$ cat config.mk
export PLATFORM = sky130hd
export DESIGN_NAME = overlay_cursor_blend_regs
export DESIGN_NICKNAME = d
export VERILOG_FILES = /design/src/pkg/overlay_pkg.sv /design/src/overlay_cursor_blend_regs.sv
export VERILOG_INCLUDE_DIRS = /design/src /design/src/pkg
export SDC_FILE = /design/constraint.sdc
export NUM_CORES = 1
export LEC_CHECK = 0
export ABC_AREA = 1
export BUFFER_PORTS_ARGS = -buffer_cell sky130_fd_sc_hd__buf_2
export CAP_MARGIN = 20
export CELL_PAD_IN_SITES_DETAIL_PLACEMENT = 0
export CELL_PAD_IN_SITES_GLOBAL_PLACEMENT = 1
export CORE_UTILIZATION = 39
export CTS_BUF_LIST = sky130_fd_sc_hd__clkbuf_8
export CTS_CLUSTER_DIAMETER = 200
export DETAILED_ROUTE_END_ITERATION = 7
export PLACE_DENSITY = 0.8
export SYNTH_ARGS = -nofsm -noshare
export SYNTH_HDL_FRONTEND = slang
export SYNTH_SLANG_ARGS = --single-unit
$ cat constraint.sdc
create_clock -name MCLK -period 20.2 [get_ports MCLK]
set_input_delay 4.04 -clock MCLK [delete_from_list [all_inputs] [get_ports MCLK]]
set_output_delay 4.04 -clock MCLK [all_outputs]
set_load 0.01 [all_outputs]
$ cat src/pkg/overlay_cfg.svh
// Register indices, field masks and positions of the overlay register bank
`ifndef OVERLAY_CFG_SVH
`define OVERLAY_CFG_SVH

`define APB_AW 12
`define REG_NUM 17
// Register indices (byte address is four times the index)
`define IDX_BR_MODE 10'h088
`define IDX_BR_ORIGIN0 10'h08C
`define IDX_BR_DISP0 10'h090
`define IDX_BR_ORIGIN1 10'h094
`define IDX_BR_DISP1 10'h098
`define IDX_BR_START_X 10'h09C
`define IDX_BR_START_Y 10'h09E
`define IDX_CUR_TRANSP 10'h0A0
`define IDX_CUR_PRIO 10'h0A2
`define IDX_CUR0_ADDR 10'h0A4
`define IDX_CUR0_X 10'h0A8
`define IDX_CUR0_Y 10'h0AA
`define IDX_CUR1_ADDR 10'h0AC
`define IDX_CUR1_X 10'h0B0
`define IDX_CUR1_Y 10'h0B2
`define IDX_BLEND_CTRL 10'h0B4
`define IDX_BLEND_MODE 10'h0B6
// Writable bits of each register
`define MSK_BR_MODE 32'h8000_0000
`define MSK_ADDR16 32'h0FFF_FFF0
`define MSK_ADDR 32'h0FFF_FFFF
`define MSK_POS 32'h0000_0FFF
`define MSK_TRANSP 32'h0000_01FF
`define MSK_PRIO 32'h0000_0033
`define MSK_BLEND_CTRL 32'h0000_80F0
`define MSK_BLEND_MODE 32'h0000_0001
`define RST_VAL 32'h0000_0000
// Field positions
`define POS_COLOR_MODE 31
`define POS_ZERO_OPAQUE 8
`define POS_CUR0_OVER 0
`define POS_CUR1_OVER 1
`define POS_CUR0_EN 4
`define POS_CUR1_EN 5
`define POS_FORMULA 15
`define POS_COEF_LO 4
`define POS_COEF_HI 7
`define POS_BLEND 0
`define COEF_ONE 5'h10
`define CODE_ZERO 8'h00
`endif

$ cat src/pkg/overlay_pkg.sv
// Types shared by the overlay register bank
`default_nettype none
package overlay_pkg;
  typedef logic [17:0] rgb_t;
  typedef logic [31:0] word_t;
  typedef enum {SEL_LOWER, SEL_CONSOLE, SEL_CUR0, SEL_CUR1} layer_sel_t;
endpackage
`default_nettype wire

$ cat src/overlay_cursor_blend_regs.sv
// Overlay register bank on APB with cursor and console compositing stage
//
// Chosen here: register access over APB.
`include "overlay_cfg.svh"
`default_nettype none
// How it works
// [RULE1] Bit 31: 0 indexed 8-bit, 1 direct 16-bit
// [RULE2] Frame origin registers keep low four bits zero
// [RULE3] Direct colour clears display address bit zero
// [RULE4] Start X/Y give pixel offset from frame
// [RULE5] Cursor pixels matching transparent code are hidden
// [RULE6] Bit 8 clear hides code 0, set shows
// [RULE7] Cursor 0 always shown in front of 1
// [RULE8] Bit 0 puts cursor 0 over console
// [RULE9] Bit 1 puts cursor 1 over console
// [RULE10] Bits 4/5 enable cursors; priority bits reset zero
// [RULE11] Cursor pattern addresses keep low four bits zero
// [RULE12] Cursor X gives pattern left edge
// [RULE13] Cursor 0 Y gives pattern top edge
// [RULE14] Cursor 1 Y gives vertical pixel coordinate
// [RULE15] Coefficient is bits 7-4 over sixteen
// [RULE16] Coefficient applies only to blended console pixels
// [RULE17] Select 0: console times k plus rest
// [RULE18] Select 1: console times one minus k
// [RULE19] Blend bit 0 plain priority, 1 blends
// [RULE20] Reserved bits read zero, ignore writes
module overlay_cursor_blend_regs
  import overlay_pkg::*;
(
  input wire logic MCLK,
  input wire logic RST,
  input wire logic PSEL,
  input wire logic PENABLE,
  input wire logic PWRITE,
  input wire logic [`APB_AW-1:0] PADDR,
  input wire logic [31:0] PWDATA,
  output logic [31:0] PRDATA,
  output logic PREADY,
  output logic PSLVERR,
  output logic CFG_DIRECT_COLOR,
  output logic [31:0] CFG_ORIGIN0,
  output logic [31:0] CFG_DISP_ADDR0,
  output logic [31:0] CFG_ORIGIN1,
  output logic [31:0] CFG_DISP_ADDR1,
  output logic [11:0] CFG_START_X,
  output logic [11:0] CFG_START_Y,
  output logic [31:0] CFG_CUR0_ADDR,
  output logic [11:0] CFG_CUR0_X,
  output logic [11:0] CFG_CUR0_Y,
  output logic [31:0] CFG_CUR1_ADDR,
  output logic [11:0] CFG_CUR1_X,
  output logic [11:0] CFG_CUR1_Y,
  output logic CFG_CUR0_EN,
  output logic CFG_CUR1_EN,
  input wire logic PIX_VALID,
  input wire logic [17:0] LOWER_RGB,
  input wire logic CONSOLE_OPAQUE,
  input wire logic CONSOLE_ALPHA,
  input wire logic [17:0] CONSOLE_RGB,
  input wire logic CUR0_HIT,
  input wire logic [7:0] CUR0_CODE,
  input wire logic [17:0] CUR0_RGB,
  input wire logic CUR1_HIT,
  input wire logic [7:0] CUR1_CODE,
  input wire logic [17:0] CUR1_RGB,
  output logic OUT_VALID,
  output logic [17:0] OUT_RGB
);

  // ----------------------------------------
  // Register table
  // ----------------------------------------
  localparam int NREG = `REG_NUM;
  localparam int E_MODE = 0;
  localparam int E_ORG0 = 1;
  localparam int E_DSP0 = 2;
  localparam int E_ORG1 = 3;
  localparam int E_DSP1 = 4;
  localparam int E_SX = 5;
  localparam int E_SY = 6;
  localparam int E_TRN = 7;
  localparam int E_PRIO = 8;
  localparam int E_C0A = 9;
  localparam int E_C0X = 10;
  localparam int E_C0Y = 11;
  localparam int E_C1A = 12;
  localparam int E_C1X = 13;
  localparam int E_C1Y = 14;
  localparam int E_BCTL = 15;
  localparam int E_BMOD = 16;

  localparam logic [9:0] IDX [NREG] = '{
    `IDX_BR_MODE, `IDX_BR_ORIGIN0, `IDX_BR_DISP0, `IDX_BR_ORIGIN1,
    `IDX_BR_DISP1, `IDX_BR_START_X, `IDX_BR_START_Y, `IDX_CUR_TRANSP,
    `IDX_CUR_PRIO, `IDX_CUR0_ADDR, `IDX_CUR0_X, `IDX_CUR0_Y,
    `IDX_CUR1_ADDR, `IDX_CUR1_X, `IDX_CUR1_Y, `IDX_BLEND_CTRL,
    `IDX_BLEND_MODE
  };

  // Origins and cursor pattern addresses drop their low nibble
  localparam word_t MSK [NREG] = '{
    `MSK_BR_MODE, `MSK_ADDR16, `MSK_ADDR, `MSK_ADDR16,
    `MSK_ADDR, `MSK_POS, `MSK_POS, `MSK_TRANSP,
    `MSK_PRIO, `MSK_ADDR16, `MSK_POS, `MSK_POS,
    `MSK_ADDR16, `MSK_POS, `MSK_POS, `MSK_BLEND_CTRL,
    `MSK_BLEND_MODE
  };

  localparam logic [NREG-1:0] IS_DISP = (NREG'(1) << E_DSP0) | (NREG'(1) << E_DSP1);

  word_t reg_q [NREG];
  word_t reg_d [NREG];
  logic [NREG-1:0] hit;
  logic any_hit;
  logic access;
  logic direct_d;
  logic pready_q;
  logic pready_d;
  logic pslverr_q;
  logic pslverr_d;
  word_t prdata_q;
  word_t prdata_d;
  word_t rd_mux;

  // ----------------------------------------
  // APB slave
  // ----------------------------------------
  // Writes take effect in the access cycle in which PREADY is high; read data is sampled one cycle earlier
  assign access = PSEL & PENABLE & pready_q;

  // Colour mode as it will stand after this edge
  assign direct_d = (access & PWRITE & hit[E_MODE]) ? PWDATA[`POS_COLOR_MODE]
                                                    : reg_q[E_MODE][`POS_COLOR_MODE];

  genvar gi;
  generate
    for (gi = 0; gi < NREG; gi++) begin : g_reg
      assign hit[gi] = (PADDR[`APB_AW-1:2] == IDX[gi]);
      always_comb begin
        reg_d[gi] = reg_q[gi];
        if (access & PWRITE & hit[gi]) begin
          reg_d[gi] = PWDATA & MSK[gi]; // [RULE2] [RULE11] [RULE20]
        end
        if (IS_DISP[gi] & direct_d) begin
          reg_d[gi][0] = 1'b0; // [RULE3]
        end
      end
      always_ff @(posedge MCLK) begin
        if (RST) begin
          reg_q[gi] <= `RST_VAL; // [RULE10] [RULE15]
        end else begin
          reg_q[gi] <= reg_d[gi];
        end
      end
    end
  endgenerate

  always_comb begin
    rd_mux = `RST_VAL;
    any_hit = 1'b0;
    for (int i = 0; i < NREG; i++) begin
      if (hit[i]) begin
        rd_mux = rd_mux | reg_q[i];
        any_hit = 1'b1;
      end
    end
  end

  // One wait state: PREADY rises in the second access cycle
  always_comb begin
    pready_d = PSEL & PENABLE & ~pready_q;
    pslverr_d = pready_d & ~any_hit;
    prdata_d = prdata_q;
    if (pready_d) begin
      prdata_d = (any_hit & ~PWRITE) ? rd_mux : `RST_VAL;
    end
  end

  always_ff @(posedge MCLK) begin
    if (RST) begin
      pready_q <= 1'b0;
      pslverr_q <= 1'b0;
      prdata_q <= `RST_VAL;
    end else begin
      pready_q <= pready_d;
      pslverr_q <= pslverr_d;
      prdata_q <= prdata_d;
    end
  end

  assign PREADY = pready_q;
  assign PSLVERR = pslverr_q;
  assign PRDATA = prdata_q;

  // ----------------------------------------
  // Configuration to frame fetch
  // ----------------------------------------
  assign CFG_DIRECT_COLOR = reg_q[E_MODE][`POS_COLOR_MODE]; // [RULE1]
  assign CFG_ORIGIN0 = reg_q[E_ORG0];
  assign CFG_DISP_ADDR0 = reg_q[E_DSP0];
  assign CFG_ORIGIN1 = reg_q[E_ORG1];
  assign CFG_DISP_ADDR1 = reg_q[E_DSP1];
  assign CFG_START_X = reg_q[E_SX][11:0]; // [RULE4]
  assign CFG_START_Y = reg_q[E_SY][11:0]; // [RULE4]
  assign CFG_CUR0_ADDR = reg_q[E_C0A];
  assign CFG_CUR0_X = reg_q[E_C0X][11:0]; // [RULE12]
  assign CFG_CUR0_Y = reg_q[E_C0Y][11:0]; // [RULE13]
  assign CFG_CUR1_ADDR = reg_q[E_C1A];
  assign CFG_CUR1_X = reg_q[E_C1X][11:0]; // [RULE12]
  assign CFG_CUR1_Y = reg_q[E_C1Y][11:0]; // [RULE14]
  assign CFG_CUR0_EN = reg_q[E_PRIO][`POS_CUR0_EN]; // [RULE10]
  assign CFG_CUR1_EN = reg_q[E_PRIO][`POS_CUR1_EN]; // [RULE10]

  // ----------------------------------------
  // Cursor visibility
  // ----------------------------------------
  logic [7:0] tcode;
  logic zero_opaque;
  logic cur0_vis;
  logic cur1_vis;
  logic cur0_over;
  logic cur1_over;
  logic sel_over;
  logic cur_any;
  rgb_t cur_rgb;

  assign tcode = reg_q[E_TRN][7:0];
  assign zero_opaque = reg_q[E_TRN][`POS_ZERO_OPAQUE];
  assign cur0_over = reg_q[E_PRIO][`POS_CUR0_OVER];
  assign cur1_over = reg_q[E_PRIO][`POS_CUR1_OVER];

  function automatic logic cur_shown(input logic h, input logic en, input logic [7:0] code,
                                     input logic [7:0] tc, input logic zo);
    logic clear;
    clear = (code == `CODE_ZERO) ? ~zo : (code == tc); // [RULE5] [RULE6]
    return h & en & ~clear;
  endfunction

  assign cur0_vis = cur_shown(CUR0_HIT, CFG_CUR0_EN, CUR0_CODE, tcode, zero_opaque);
  assign cur1_vis = cur_shown(CUR1_HIT, CFG_CUR1_EN, CUR1_CODE, tcode, zero_opaque);
  // Cursor 0 hides cursor 1 and brings its own console priority
  assign cur_any = cur0_vis | cur1_vis;
  assign cur_rgb = cur0_vis ? CUR0_RGB : CUR1_RGB; // [RULE7]
  assign sel_over = cur0_vis ? cur0_over : cur1_over; // [RULE8] [RULE9]

  // ----------------------------------------
  // Console blend
  // ----------------------------------------
  logic [3:0] coef;
  logic formula;
  logic blend_on;
  logic [4:0] w_con;
  logic [4:0] w_low;
  rgb_t under_rgb;
  rgb_t mix_rgb;

  assign coef = reg_q[E_BCTL][`POS_COEF_HI:`POS_COEF_LO];
  assign formula = reg_q[E_BCTL][`POS_FORMULA];
  assign blend_on = reg_q[E_BMOD][`POS_BLEND];
  // Console weight is k/16 or (16-k)/16
  assign w_con = formula ? (`COEF_ONE - {1'b0, coef}) : {1'b0, coef}; // [RULE15] [RULE17] [RULE18]
  assign w_low = `COEF_ONE - w_con;
  // Combination below the console: a rear cursor or the lower layers
  assign under_rgb = (cur_any & ~sel_over) ? cur_rgb : LOWER_RGB;

  generate
    for (gi = 0; gi < 3; gi++) begin : g_chan
      logic [10:0] acc;
      assign acc = 11'(CONSOLE_RGB[gi*6 +: 6] * w_con) + 11'(under_rgb[gi*6 +: 6] * w_low);
      assign mix_rgb[gi*6 +: 6] = acc[9:4];
    end
  endgenerate

  // ----------------------------------------
  // Layer selection and output stage
  // ----------------------------------------
  layer_sel_t sel;
  logic mix_use;
  logic out_valid_d;
  logic out_valid_q;
  rgb_t out_rgb_d;
  rgb_t out_rgb_q;

  always_comb begin
    sel = SEL_LOWER;
    if (cur_any & (sel_over | ~CONSOLE_OPAQUE)) begin
      sel = cur0_vis ? SEL_CUR0 : SEL_CUR1;
    end else if (CONSOLE_OPAQUE) begin
      sel = SEL_CONSOLE;
    end
  end

  assign mix_use = blend_on & CONSOLE_ALPHA; // [RULE16] [RULE19]

  always_comb begin
    out_valid_d = PIX_VALID;
    case (sel)
      SEL_CUR0: out_rgb_d = CUR0_RGB;
      SEL_CUR1: out_rgb_d = CUR1_RGB;
      SEL_CONSOLE: out_rgb_d = mix_use ? mix_rgb : CONSOLE_RGB; // [RULE19]
      SEL_LOWER: out_rgb_d = under_rgb;
      default: out_rgb_d = LOWER_RGB;
    endcase
    if (~PIX_VALID) begin
      out_rgb_d = out_rgb_q;
    end
  end

  always_ff @(posedge MCLK) begin
    if (RST) begin
      out_valid_q <= 1'b0;
      out_rgb_q <= 18'h00000;
    end else begin
      out_valid_q <= out_valid_d;
      out_rgb_q <= out_rgb_d;
    end
  end

  assign OUT_VALID = out_valid_q;
  assign OUT_RGB = out_rgb_q;

endmodule
`default_nettype wire

# ---- After elaboration in Yosys (flattened, before gate mapping)
# Memory sizes are Yosys's and may differ from the RTL's.
# Index checks and enable logic that the tools add are counted.
dict set report classes {
  addsub 5
  mul 6
  eq_ne 22
  muxes 86
  bitwise_logic 73
  n_reduce_logical 3
}
# cell count
set ops {}
lappend ops {{2-to-1 mux 32 bit} 52}
lappend ops {{OR 32 bit} 16}
lappend ops {{== test 10 x 8 -> 1 bit (second input constant)} 17}
lappend ops {{case mux 18 bit (4 select lines)} 1}
lappend ops {{multiplier 6 x 5 -> 10 bit} 6}
lappend ops {{2-to-1 mux 18 bit} 3}
lappend ops {{zero test 32 bit} 1}
lappend ops {{adder 10 bit} 3}
lappend ops {{AND 1 bit} 30}
lappend ops {{2-to-1 mux 1 bit} 28}
lappend ops {{OR 1 bit} 19}
lappend ops {{== test 8 bit} 2}
lappend ops {{zero test 8 bit} 2}
lappend ops {{NOT 1 bit} 8}
lappend ops {{2-to-1 mux 5 bit} 1}
lappend ops {{subtractor 5 x 4 -> 5 bit (first input constant)} 1}
lappend ops {{subtractor 5 bit (first input constant)} 1}
lappend ops {{== test 2 bit (second input constant)} 2}
lappend ops {{== test 2 x 1 -> 1 bit (second input constant)} 1}
lappend ops {{2-to-1 mux 2 bit} 1}
dict set report totals {
  regBits 53
  ram_bits 544
  out_inout_bits 320
  elab_cells 201
  memories 1
}
# memory depth word_bits rd rd_clocked_by_memory_dff write_ports line_no
set memory_table {}
lappend memory_table {reg_q 17 32 17 0 17 overlay_cursor_blend_regs.sv:111} ;# word_t reg_q [NREG];

# ---- Depth between registers and ports, before layout
dict set report logic_depth {
  depth_word 35
  ltp_mapped 35
  ltp_nobuf 34
}

# ---- Worst setup path before layout
# Ideal clock, no wire load.
dict set report synth_path {
  path_type {input to register}
  startpoint {in CUR0_CODE[2]}
  endpoint {reg out_rgb_q[11], in the netlist OUT_RGB[11]}
  setup_ns 0.119
  arrival_time_ns 9.269
  t_required_ns 20.081
  setup_slack_ns 10.811
  path_stages 32
  path_buffers 2
  path_cell_list {inv_1 nand2_1 nand2_1 nand2_1 nor2_1 nand3_2 nand2_4 buf_4 clkbuf_1 nand2_1 o211ai_1 o21ai_2 or2_2 fa_1 fa_1 inv_1 fa_1 fa_1 inv_1 fa_1 inv_1 ha_1 a21oi_1 nor3_1 a211oi_1 nand2_1 nand2_1 nand2_1 nand2_1 nand3_1 nand2_1 a21oi_1}
}
dict set report synth_between {
  elab_chain_cells 12
  word_cells_on_any_way 23
  classes_between {add/sub (1); mul (1); eq/ne (4); mux (8); bitwise (7); reduce/logical (2)}
}
# element line_no
set synth_rtl {}
lappend synth_rtl {{from (decl)} overlay_cursor_blend_regs.sv:61} ;# input wire logic [7:0] CUR0_CODE,
lappend synth_rtl {{== test 8 bit or zero test 8 bit (tied branches)} --}
lappend synth_rtl {{2-to-1 mux 1 bit (*)} overlay_cursor_blend_regs.sv:235} ;# clear = (code == `CODE_ZERO) ? ~zo : (code == tc);
lappend synth_rtl {{NOT 1 bit (*)} overlay_cursor_blend_regs.sv:236} ;# return h & en & ~clear;
lappend synth_rtl {{AND 1 bit (*)} overlay_cursor_blend_regs.sv:236}
lappend synth_rtl {{2-to-1 mux 1 bit} overlay_cursor_blend_regs.sv:244} ;# assign sel_over = cur0_vis ? cur0_over : cur1_over;
lappend synth_rtl {{NOT 1 bit} overlay_cursor_blend_regs.sv:264} ;# assign under_rgb = (cur_any & ~sel_over) ? cur_rgb : LOWER_RGB;
lappend synth_rtl {{AND 1 bit} overlay_cursor_blend_regs.sv:264}
lappend synth_rtl {{2-to-1 mux 18 bit} overlay_cursor_blend_regs.sv:264}
lappend synth_rtl {{multiplier 6 x 5 -> 10 bit} overlay_cursor_blend_regs.sv:269} ;# assign acc = 11'(CONSOLE_RGB[gi*6 +: 6] * w_con) + 11'(under_rgb[gi*6 +: 6] * w_low);
lappend synth_rtl {{adder 10 bit} overlay_cursor_blend_regs.sv:269}
lappend synth_rtl {{2-to-1 mux 18 bit} overlay_cursor_blend_regs.sv:300} ;# SEL_CONSOLE: out_rgb_d = mix_use ? mix_rgb : CONSOLE_RGB;
lappend synth_rtl {{case mux 18 bit (4 select lines) (*)} overlay_cursor_blend_regs.sv:297} ;# case (sel)
lappend synth_rtl {{to (signal assigned)} overlay_cursor_blend_regs.sv:315} ;# out_rgb_q <= out_rgb_d;
lappend synth_rtl {{to (decl)} overlay_cursor_blend_regs.sv:282} ;# rgb_t out_rgb_q;
# Every way passes the cells marked *; elsewhere a longest branch is shown, timed or not.
# A chain may end at the register's enable or synchronous reset.

# ---- Final worst setup path
dict set report layout_path {
  startpoint {in CUR0_CODE[1]}
  endpoint {reg out_rgb_q[5], in the netlist OUT_RGB[5]}
}
# Same word-level chain as after synthesis.

==> impl_metrics.json <==
{
  "outcome": "finished, final reports clean",
  "critPathKind": "input port to flip-flop",
  "synthTopCellsByArea": "dfxtp_1 (31%), fa_1 (11%), inv_1 (9.0%)",
  "yosys_warnings": 0,
  "cp_max_fo": 34,
  "grt_usage_pct": 28.93,
  "timing.final.crit_share_pct": 53.73,
  "required_ns": 20.71,
  "clk-insertion-delay-late_ns": 0.65,
  "maxSlewHeadroom_pct": 28.52,
  "hold_ws_ns": 0.4688,
  "num_vias": 19150,
  "die_w_um": 222.4,
  "layout_commonest_cell": "inv_1",
  "drc": 0,
  "fmax_ghz": 0.09214,
  "fillers": 4886,
  "pre_cts_slack_ns": 8.759,
  "drt-total-wl_mm": 73.71,
  "gp_congestion": 0.9325,
  "p_per_area_nw_per_um2": 59.09,
  "nets": 3257,
  "die_area_um2": 49460,
  "slew_violations": 0,
  "rr_worst_depth": 28,
  "yosysSeqAreaShare_pct": 31.07,
  "cts_resized": 0,
  "core_um2": 47850,
  "power_mw": 1.331,
  "worst_path_largest_cell_delay_ns": 0.79,
  "via_per_inst": 5.337,
  "syn_area_per_cell_um2": 7.363,
  "cts_made_buffers": 52,
  "async_flop_share_pct": 0,
  "overflow": 0,
  "syn2layout_area_growth_pct": 18.93,
  "mostFrequentLayoutCells": "inv_1 (466), buf_2 (413), dfxtp_1 (294)",
  "min_path_type": "flip-flop to flip-flop",
  "place_area_um2": 21270,
  "cts_tree": "built",
  "rows": 80,
  "antenna_found_initial": 5,
  "finalSetupTns_ns": 0,
  "ant_nets": 0,
  "hold_depth": 2,
  "cts_setup_buffers": 0,
  "cts.sinks": 294,
  "finalCriticalPeriod_ns": 10.85,
  "max_cap_viol_count": 0,
  "drt-pass1-iter-count": 6,
  "wl_per_cell_um": 20.54,
  "die_height_um": 222.4,
  "clock_path_buffers": 3,
  "drt-initial-drc-count": 1403,
  "htree_num_levels": 2,
  "synth_area_um2": 18940,
  "clock_skew_ns": 0.02685,
  "tightest_slew_ns": 1.068,
  "synth_edf_count": 0,
  "initial_utilization_pct": 39.59,
  "setup_viol": 0,
  "final_area_um2": 22530,
  "drive_gt1_share_pct": 19.33,
  "synthDistinctLibCells": 52,
  "post-synth-top-area-cell": "dfxtp_1",
  "cp_slowest_cell": "nor2_2",
  "path_clk_slew_ns": 0.06,
  "root_buffer": "clkbuf_8",
  "port_buffers": 413,
  "synthFlopType": "dfxtp_1",
  "io_pins": 462,
  "grt_setup_unrepaired": "false",
  "grt_max_degree": 116,
  "ctsHoldBuffers": 0,
  "critPathLaunchType": "input port",
  "grt_pass1_vias": 18270,
  "end_kind": "flip-flop",
  "final_hold_viol_count": 0,
  "leakage_nw": 10.74,
  "critPathArrivalTime_ns": 11.36,
  "grt_pass1_wl_mm": 109.4,
  "syn_inst": 2573,
  "synth_top_area_share_pct": 31.07,
  "ys_ff_latch": 294,
  "dp_hpwl_mm": 53.94,
  "fin_ws_ns": 9.347,
  "ir_worst_vdd_mv": 0.05540
}
[synth_stat cells (12+ instances only)]
cell	instances
xor2_1	15
ha_1	82
a211oi_1	34
nor2_1	243
xnor2_1	19
o31ai_1	15
o21ai_2	12
buf_4	47
o21ai_0	265
dfxtp_1	294
fa_1	105
a21oi_1	281
a221oi_1	15
o22ai_1	74
inv_1	452
nand3_1	79
nand2_1	271
nor3_1	32
clkbuf_1	122
[power by group]
part	leakage (nW)	switching (mW)	internal, mW	total, mW
Clock	0.665	0.278	0.362	0.639
Combinational	7.70	0.0722	0.0327	0.105
Sequential	2.37	0.00264	0.585	0.587
Total	10.7	0.352	0.979	1.33
[final cells by class]
class | count | area [um^2] | share of cell area, %
Sequential cell | 294 | 5886 | 26.12
Inverter | 462 | 1742 | 7.730
Multi-Input combinational cell | 1682 | 10660 | 47.29
Clock buffer | 63 | 867.1 | 3.848
Clock inverter | 33 | 317.8 | 1.411
Timing Repair Buffer | 436 | 2283 | 10.13
Antenna cell | 4 | 10.01 | 0.04443
Tap cell | 615 | 769.5 | 3.415
[kinds of logic after synthesis]
family,share of synthesized area [%]
AOI/OAI and AO/OA,22.40
and+or+nand+nor,14.68
buffers and inverters,13.70
DFF,31.07
adders and majority gates,16.51
xor gates and xnor gates,1.572
other,0.01979
muxes,0.05284
[routing by layer]
layer,share of wire (%),vias to the layer above,track usage (%)
met1,40,9166,35.28
met2,47,781,48.13
met3,8.8,157,7.683
li1,-,9047,-
met4,3.8,2,12.04
met5,0.015,-,0
[worst max-delay path, delay by kind of cell]
kind                     cells  cell delay (ns)
buffers and inverters        6             0.80
adder cells (fa/ha/maj)      6             2.78
AND/OR/NAND/NOR             16             2.91
AO/OA/AOI/OAI                4             0.77
[flip-flops by register name, summed over array words and instances, names as in the netlist]
register   cells
reg_q        244
PSLVERR        1
PREADY         1
OUT_VALID      1
PRDATA        29
OUT_RGB       18
[metrics by stage]
stage	instances	utilization, %
floorplan	2615	-
CTS	3582	46.93
global placement	3486	44.45
detailed placement	3486	44.45
global route	3588	47.08
finish	3589	47.09
[worst paths after layout]
kind,from,end,slack [ns]
setup reg to reg,reg_q[15][4]$_SDFFE_PP0P_,OUT_RGB[5]$_SDFFE_PP0P_,12.23
setup / recovery,CUR0_CODE[1],OUT_RGB[5]$_SDFFE_PP0P_,9.35
hold / removal,reg_q[3][5]$_SDFFE_PP0P_,reg_q[3][5]$_SDFFE_PP0P_,0.47
hold reg to reg,reg_q[3][5]$_SDFFE_PP0P_,reg_q[3][5]$_SDFFE_PP0P_,0.47
Power figures use the tool's default switching activity.
